===== src/rtl/ssl_pkg.sv =====
package ssl_pkg;

   // Segment selector codes, shared by override prefix and status output
   typedef enum logic [1:0] {
      SSL_SEG_EXTRA = 2'b00,
      SSL_SEG_CODE  = 2'b01,
      SSL_SEG_STACK = 2'b10,
      SSL_SEG_DATA  = 2'b11
   } ssl_seg_e;

   // Reference classes given by the instruction sequencer
   typedef enum logic [1:0] {
      SSL_REF_FETCH    = 2'b00,
      SSL_REF_STACK    = 2'b01,
      SSL_REF_STR_DEST = 2'b10,
      SSL_REF_DATA     = 2'b11
   } ssl_ref_e;

   // Pointer-load flavours
   typedef enum logic [0:0] {
      SSL_PTR_DATA_SEG  = 1'b0,
      SSL_PTR_EXTRA_SEG = 1'b1
   } ssl_ptr_e;

   localparam int          SSL_WORD_W     = 16;
   localparam int          SSL_PHYS_W     = 20;
   localparam int          SSL_DISP8_W    = 8;
   localparam int          SSL_SEG_SHIFT  = 4;
   localparam int          SSL_PTR_OFS_LO = 0;
   localparam int          SSL_PTR_SEG_LO = 16;
   localparam logic [15:0] SSL_CODE_RST   = 16'hFFFF;
   localparam logic [15:0] SSL_DATA_RST   = 16'h0000;

   // Offset sum: 8-bit displacement sign-extended, carry beyond 16 bits dropped
   function automatic logic [15:0] ssl_eff_offset(
      input logic [15:0] disp,
      input logic        disp_is8,
      input logic        base_en,
      input logic [15:0] base_val,
      input logic        index_en,
      input logic [15:0] index_val
   );
      logic [15:0] d;
      logic [15:0] b;
      logic [15:0] x;
      d = disp_is8 ? {{8{disp[7]}}, disp[7:0]} : disp;
      b = base_en ? base_val : 16'h0000;
      x = index_en ? index_val : 16'h0000;
      return 16'(d + b + x);
   endfunction

   // Segment base shifted left four, plus offset, 20-bit result
   function automatic logic [19:0] ssl_phys(
      input logic [15:0] seg,
      input logic [15:0] ofs
   );
      return 20'({seg, 4'h0} + {4'h0, ofs});
   endfunction

endpackage


===== src/rtl/ssl_segment_select.sv =====
`timescale 1ns/10ps
module ssl_segment_select (
   // Clock and reset
   input  wire logic              clk_sys,
   input  wire logic              rst_n,
   // Memory reference request
   input  wire logic              ref_valid,
   input  wire ssl_pkg::ssl_ref_e ref_type,
   input  wire logic              ref_frame_base,
   input  wire logic              ref_override_valid,
   input  wire ssl_pkg::ssl_seg_e ref_override_seg,
   input  wire logic [15:0]       ref_disp,
   input  wire logic              ref_disp_is8,
   input  wire logic              ref_base_en,
   input  wire logic [15:0]       ref_base_val,
   input  wire logic              ref_index_en,
   input  wire logic [15:0]       ref_index_val,
   // Direct segment register write
   input  wire logic              seg_wr_en,
   input  wire ssl_pkg::ssl_seg_e seg_wr_sel,
   input  wire logic [15:0]       seg_wr_data,
   // Pointer load from memory
   input  wire logic              ptr_load_valid,
   input  wire ssl_pkg::ssl_ptr_e ptr_load_kind,
   input  wire logic [31:0]       ptr_load_data,
   // Address answer
   output logic                   addr_valid_ff,
   output logic [19:0]            phys_addr_ff,
   output logic [15:0]            eff_offset_ff,
   output logic [15:0]            seg_base_used_ff,
   output ssl_pkg::ssl_seg_e      seg_used_ff,
   // Offset half to destination general register
   output logic                   gpr_wr_valid_ff,
   output logic [15:0]            gpr_wr_data_ff,
   // Segment register contents
   output logic [15:0]            code_segment_base_ff,
   output logic [15:0]            stack_segment_base_ff,
   output logic [15:0]            data_segment_base_ff,
   output logic [15:0]            extra_segment_base_ff
);
   import ssl_pkg::*;

   ssl_seg_e    sel_seg;
   logic [15:0] sel_base;
   logic [15:0] calc_offset;
   logic [19:0] calc_phys;

   logic              nxt_addr_valid;
   logic [19:0]       nxt_phys_addr;
   logic [15:0]       nxt_eff_offset;
   logic [15:0]       nxt_seg_base_used;
   ssl_seg_e          nxt_seg_used;
   logic              nxt_gpr_wr_valid;
   logic [15:0]       nxt_gpr_wr_data;
   logic [15:0]       nxt_code_seg;
   logic [15:0]       nxt_stack_seg;
   logic [15:0]       nxt_data_seg;
   logic [15:0]       nxt_extra_seg;

   // Segment choice
   always_comb begin
      unique case (ref_type)
         SSL_REF_FETCH:    sel_seg = SSL_SEG_CODE;
         SSL_REF_STACK:    sel_seg = SSL_SEG_STACK;
         SSL_REF_STR_DEST: sel_seg = SSL_SEG_EXTRA;
         SSL_REF_DATA: begin
            if (ref_override_valid) begin
               sel_seg = ref_override_seg;
            end else if (ref_frame_base) begin
               sel_seg = SSL_SEG_STACK;
            end else begin
               sel_seg = SSL_SEG_DATA;
            end
         end
      endcase
      unique case (sel_seg)
         SSL_SEG_EXTRA: sel_base = extra_segment_base_ff;
         SSL_SEG_CODE:  sel_base = code_segment_base_ff;
         SSL_SEG_STACK: sel_base = stack_segment_base_ff;
         SSL_SEG_DATA:  sel_base = data_segment_base_ff;
      endcase
   end

   ssl_addr_calc u_calc (
      .disp       (ref_disp),
      .disp_is8   (ref_disp_is8),
      .base_en    (ref_base_en),
      .base_val   (ref_base_val),
      .index_en   (ref_index_en),
      .index_val  (ref_index_val),
      .seg_base   (sel_base),
      .eff_offset (calc_offset),
      .phys_addr  (calc_phys)
   );

   // Address answer; held between requests so the bus unit can reuse it
   always_comb begin
      nxt_addr_valid    = ref_valid;
      nxt_phys_addr     = phys_addr_ff;
      nxt_eff_offset    = eff_offset_ff;
      nxt_seg_base_used = seg_base_used_ff;
      nxt_seg_used      = seg_used_ff;
      if (ref_valid) begin
         nxt_phys_addr     = calc_phys;
         nxt_eff_offset    = calc_offset;
         nxt_seg_base_used = sel_base;
         nxt_seg_used      = sel_seg;
      end
   end

   always_ff @(posedge clk_sys) begin
      if (!rst_n) begin
         addr_valid_ff    <= 1'b0;
         phys_addr_ff     <= 20'h00000;
         eff_offset_ff    <= 16'h0000;
         seg_base_used_ff <= 16'h0000;
         seg_used_ff      <= SSL_SEG_CODE;
      end else begin
         addr_valid_ff    <= nxt_addr_valid;
         phys_addr_ff     <= nxt_phys_addr;
         eff_offset_ff    <= nxt_eff_offset;
         seg_base_used_ff <= nxt_seg_base_used;
         seg_used_ff      <= nxt_seg_used;
      end
   end

   // Segment registers; a pointer load wins over a direct write to the same register
   always_comb begin
      nxt_code_seg     = code_segment_base_ff;
      nxt_stack_seg    = stack_segment_base_ff;
      nxt_data_seg     = data_segment_base_ff;
      nxt_extra_seg    = extra_segment_base_ff;
      nxt_gpr_wr_valid = ptr_load_valid;
      nxt_gpr_wr_data  = gpr_wr_data_ff;
      if (seg_wr_en) begin
         unique case (seg_wr_sel)
            SSL_SEG_EXTRA: nxt_extra_seg = seg_wr_data;
            SSL_SEG_CODE:  nxt_code_seg  = seg_wr_data;
            SSL_SEG_STACK: nxt_stack_seg = seg_wr_data;
            SSL_SEG_DATA:  nxt_data_seg  = seg_wr_data;
         endcase
      end
      if (ptr_load_valid) begin
         nxt_gpr_wr_data = ptr_load_data[SSL_PTR_OFS_LO +: SSL_WORD_W];
         if (ptr_load_kind == SSL_PTR_DATA_SEG) begin
            nxt_data_seg = ptr_load_data[SSL_PTR_SEG_LO +: SSL_WORD_W];
         end else begin
            nxt_extra_seg = ptr_load_data[SSL_PTR_SEG_LO +: SSL_WORD_W];
         end
      end
   end

   always_ff @(posedge clk_sys) begin
      if (!rst_n) begin
         code_segment_base_ff  <= SSL_CODE_RST;
         stack_segment_base_ff <= SSL_DATA_RST;
         data_segment_base_ff  <= SSL_DATA_RST;
         extra_segment_base_ff <= SSL_DATA_RST;
         gpr_wr_valid_ff       <= 1'b0;
         gpr_wr_data_ff        <= 16'h0000;
      end else begin
         code_segment_base_ff  <= nxt_code_seg;
         stack_segment_base_ff <= nxt_stack_seg;
         data_segment_base_ff  <= nxt_data_seg;
         extra_segment_base_ff <= nxt_extra_seg;
         gpr_wr_valid_ff       <= nxt_gpr_wr_valid;
         gpr_wr_data_ff        <= nxt_gpr_wr_data;
      end
   end
endmodule


===== src/rtl/ssl_addr_calc.sv =====
`timescale 1ns/10ps
module ssl_addr_calc (
   // Offset terms
   input  wire logic [15:0] disp,
   input  wire logic        disp_is8,
   input  wire logic        base_en,
   input  wire logic [15:0] base_val,
   input  wire logic        index_en,
   input  wire logic [15:0] index_val,
   // Selected segment base
   input  wire logic [15:0] seg_base,
   // Results
   output logic      [15:0] eff_offset,
   output logic      [19:0] phys_addr
);
   import ssl_pkg::*;

   always_comb begin
      eff_offset = ssl_eff_offset(disp, disp_is8, base_en, base_val, index_en, index_val);
      phys_addr  = ssl_phys(seg_base, eff_offset);
   end

endmodule


===== config.mk =====
export PLATFORM = sky130hd
export DESIGN_NAME = ssl_segment_select
export DESIGN_NICKNAME = d
export VERILOG_FILES = /design/src/rtl/ssl_pkg.sv /design/src/rtl/ssl_segment_select.sv /design/src/rtl/ssl_addr_calc.sv
export SDC_FILE = /design/constraint.sdc
export NUM_CORES = 1
export LEC_CHECK = 0
export ABC_AREA = 1
export BUFFER_PORTS_ARGS = -buffer_cell sky130_fd_sc_hd__clkbuf_2
export CAP_MARGIN = 15
export CORE_MARGIN = 10
export CORE_UTILIZATION = 39
export DETAILED_ROUTE_END_ITERATION = 12
export PLACE_DENSITY_LB_ADDON = 0.05
export SLEW_MARGIN = 20
export SYNTH_ARGS = -nofsm -noshare
export SYNTH_HDL_FRONTEND = slang
export SYNTH_HIERARCHICAL = 1
export SYNTH_SLANG_ARGS = --single-unit
export TNS_END_PERCENT = 5

===== constraint.sdc =====
create_clock -name clk_sys -period 6.8 [get_ports clk_sys]
set_input_delay 0.68 -clock clk_sys [delete_from_list [all_inputs] [get_ports clk_sys]]
set_output_delay 0.68 -clock clk_sys [all_outputs]
set_load 0.02 [all_outputs]

==> impl_metrics.json <==
{
  "status": "completed",
  "ys_seq_elements": 136,
  "yosysWarningCount": 6,
  "drv_slew": 0,
  "drive_above_1_share_pct": 24.8,
  "cts_resized": 0,
  "antenna_found_initial": 0,
  "cts_tree": "yes",
  "hp-start": "ptr_load_data[1]",
  "r2r_cells": 15,
  "via_per_inst": 4.86,
  "num_rows": 53,
  "max_slew.worst_pin.slew_ns": 0.960,
  "wl_per_cell_microns": 16.7,
  "hold_end": "gpr_wr_data_ff[1]",
  "power_density_nw_per_um2": 280,
  "synth_area_sq_um": 8210,
  "hold_buffers": 0,
  "cts_buffers": 17,
  "syn_area_per_cell_sq_um": 6.80,
  "timing.final.crit_share_pct": 55.5,
  "leakagePower_nw": 5.54,
  "drc": 0,
  "drt_first_pass_iters": 5,
  "fillCellCount": 2223,
  "worst_clock_skew_ns": 0.00898,
  "rr_endpoint": "phys_addr_ff[14]",
  "synthCells": 1207,
  "grt_pass1_vias": 8195,
  "clock_sinks": 136,
  "start_util_pct": 39.3,
  "yosysUniqueCellTypes": 39,
  "finish.utilization_pct": 48.2,
  "min_path_cells": 3,
  "min_period_ns": 3.78,
  "synth_edf_count": 0,
  "ant_nets": 0,
  "worstPathRequired_ns": 7.12,
  "globalplace.congestion": 0.844,
  "setup_viol": 0,
  "grt_usage_pct": 20.6,
  "die_h_microns": 165,
  "htree_levels": 4,
  "dpl.hpwl_microns": 21800,
  "drt_iter0_markers": 436,
  "fp.coreArea_sq_um": 20900,
  "ios": 249,
  "vdd_drop_max_mv": 0.201,
  "clk_path_buf_depth": 2,
  "clkSlewWorstSetupHoldPaths_ns": 0.07,
  "port_buffers": 248,
  "clk_latency_ns": 0.43,
  "area_growth_pct": 22.5,
  "max_freq_mhz": 265,
  "end_kind": "flop",
  "slew-limit-headroom_pct": 35.8,
  "setup_tns_ns": 0,
  "cts_setup_buffers": 0,
  "r2r-start": "extra_segment_base_ff[0]",
  "grt_max_degree": 84,
  "cap_violations": 0,
  "async_reset_ff_share_pct": 0,
  "final_common_cell": "nand2_1",
  "critPathMaxFanout": 16,
  "dieWidth_microns": 165,
  "final_cell_mix": "nand2_1, clkbuf_2, inv_1",
  "worstSetupStartpointType": "primary input",
  "hold_viol_final": 0,
  "critical_path_class": "in -> reg",
  "totalWireLength_microns": 28400,
  "rsz0062_at_grt": "false",
  "synth_ff_type": "dfxtp_1",
  "num_antenna_cells": 0,
  "worst_ep_arrival_time_ns": 4.10,
  "ys_seq_area_share_pct": 33.2,
  "rrSetupSlack_ns": 4.44,
  "root_buffer": "clkbuf_16",
  "route.vias.total": 8288,
  "syn-num-nets": 1364,
  "nets": 1574,
  "grt_pass1_wl_microns": 44100,
  "dieArea_sq_um": 27300,
  "hold_class": "in -> reg",
  "grt.overflow.total": 0
}
[stage by stage]
stage | setup WS, ns | hold WS [ns] | std cells | instance area [sq um] | total power [mW]
2_1_floorplan | 3.11 | 0.553 | 1207 | 8210 | 1.63
3_3_place_gp | 2.58 | 0.455 | 1673 | 9490 | 1.92
3_5_place_dp | 2.57 | 0.460 | 1673 | 9490 | 1.93
4_1_cts | 3.02 | 0.453 | 1705 | 10100 | 2.85
5_1_grt | 2.73 | 0.477 | 1705 | 10100 | 3.00
6_report | 3.02 | 0.465 | 1705 | 10100 | 2.81
[sequential cells by signal, indices dropped and copies added, names as in the netlist, 16 cells and up]
register,flops
code_segment_base_ff,16
data_segment_base_ff,16
eff_offset_ff,16
extra_segment_base_ff,16
gpr_wr_data_ff,16
phys_addr_ff,20
seg_base_used_ff,16
stack_segment_base_ff,16
[how the worst max path moves through the flow]
| stage | from | end | slack, ns |
|---|---|---|---|
| global placement | ref_base_en | phys_addr_ff[15] | 2.58 |
| CTS | ref_index_en | phys_addr_ff[15] | 3.02 |
| global route | ref_base_en | phys_addr_ff[17] | 2.73 |
| finish | ref_index_en | phys_addr_ff[15] | 3.02 |
| floorplan | ref_base_en | phys_addr_ff[19] | 3.11 |
| detailed placement | ref_index_en | phys_addr_ff[17] | 2.57 |
[where the power goes]
| part | switching (mW) | total [mW] | internal (mW) |
|---|---|---|---|
| Sequential | 0.0474 | 0.920 | 0.872 |
| Combinational | 0.647 | 0.979 | 0.333 |
| Clock | 0.402 | 0.914 | 0.512 |
| Total | 1.10 | 2.81 | 1.72 |
[cells by family (layout without fill, tap and decap cells)]
logic type / after synthesis / count (layout) / share of synthesized area, %
compound gates: 219 / 219 / 15.5
xor+xnor: 14 / 14 / 1.49
fa+ha+maj: 44 / 44 / 8.26
buf+inv: 227 / 450 / 11.7
flops: 136 / 136 / 33.2
simple gates: 567 / 567 / 29.9
[routing by layer]
layer  GRT usage [%]  up-vias  wire length [microns]
met5               0        -                      0
met4            5.23        0                    387
met3            6.49       24                   2250
met2            35.1      224                  13800
met1            24.7     3789                  12000
li1                -     4251                      -
[worst max-delay path, stage by stage]
cell,delay (ns)
clkbuf_2,0.31
nand2_1,0.09
inv_1,0.07
fa_1,0.42
ha_1,0.26
fa_1,0.41
nand2_1,0.07
nand2_1,0.07
and2_4,0.16
nand2_1,0.06
nand2_1,0.06
xor2_1,0.26
ha_1,0.34
nand2_1,0.11
inv_1,0.05
a21oi_1,0.16
nand2_2,0.10
nand2_1,0.09
nand2_1,0.05
nand2_1,0.05
nand2_1,0.04
nor2_1,0.09
nor2_1,0.06
[cells in the mapped netlist (14+ instances only)]
cell type  number  area share [%]
or2_2          16             1.2
inv_2          14            0.64
nand3_1        44             2.7
ha_1           27             4.1
dfxtp_1       136              33
a21oi_1        78             4.8
o21ai_0        91             5.5
nand2_1       305              14
nor2_1        143             6.5
fa_1           17             4.1
inv_1         151             6.9
clkbuf_1       26             1.2
[layout make-up]
| cell class | count | area [sq um] | share of cell area (%) |
|---|---|---|---|
| multi-input combinational | 844 | 4540 | 45.1 |
| timing repair buffer | 250 | 1260 | 12.5 |
| inverter | 168 | 631 | 6.27 |
| clock inverter | 14 | 140 | 1.39 |
| tap | 275 | 344 | 3.42 |
| clock buffer | 18 | 429 | 4.27 |
| sequential | 136 | 2720 | 27.1 |
No activity file was read; power rests on OpenSTA's default activity.
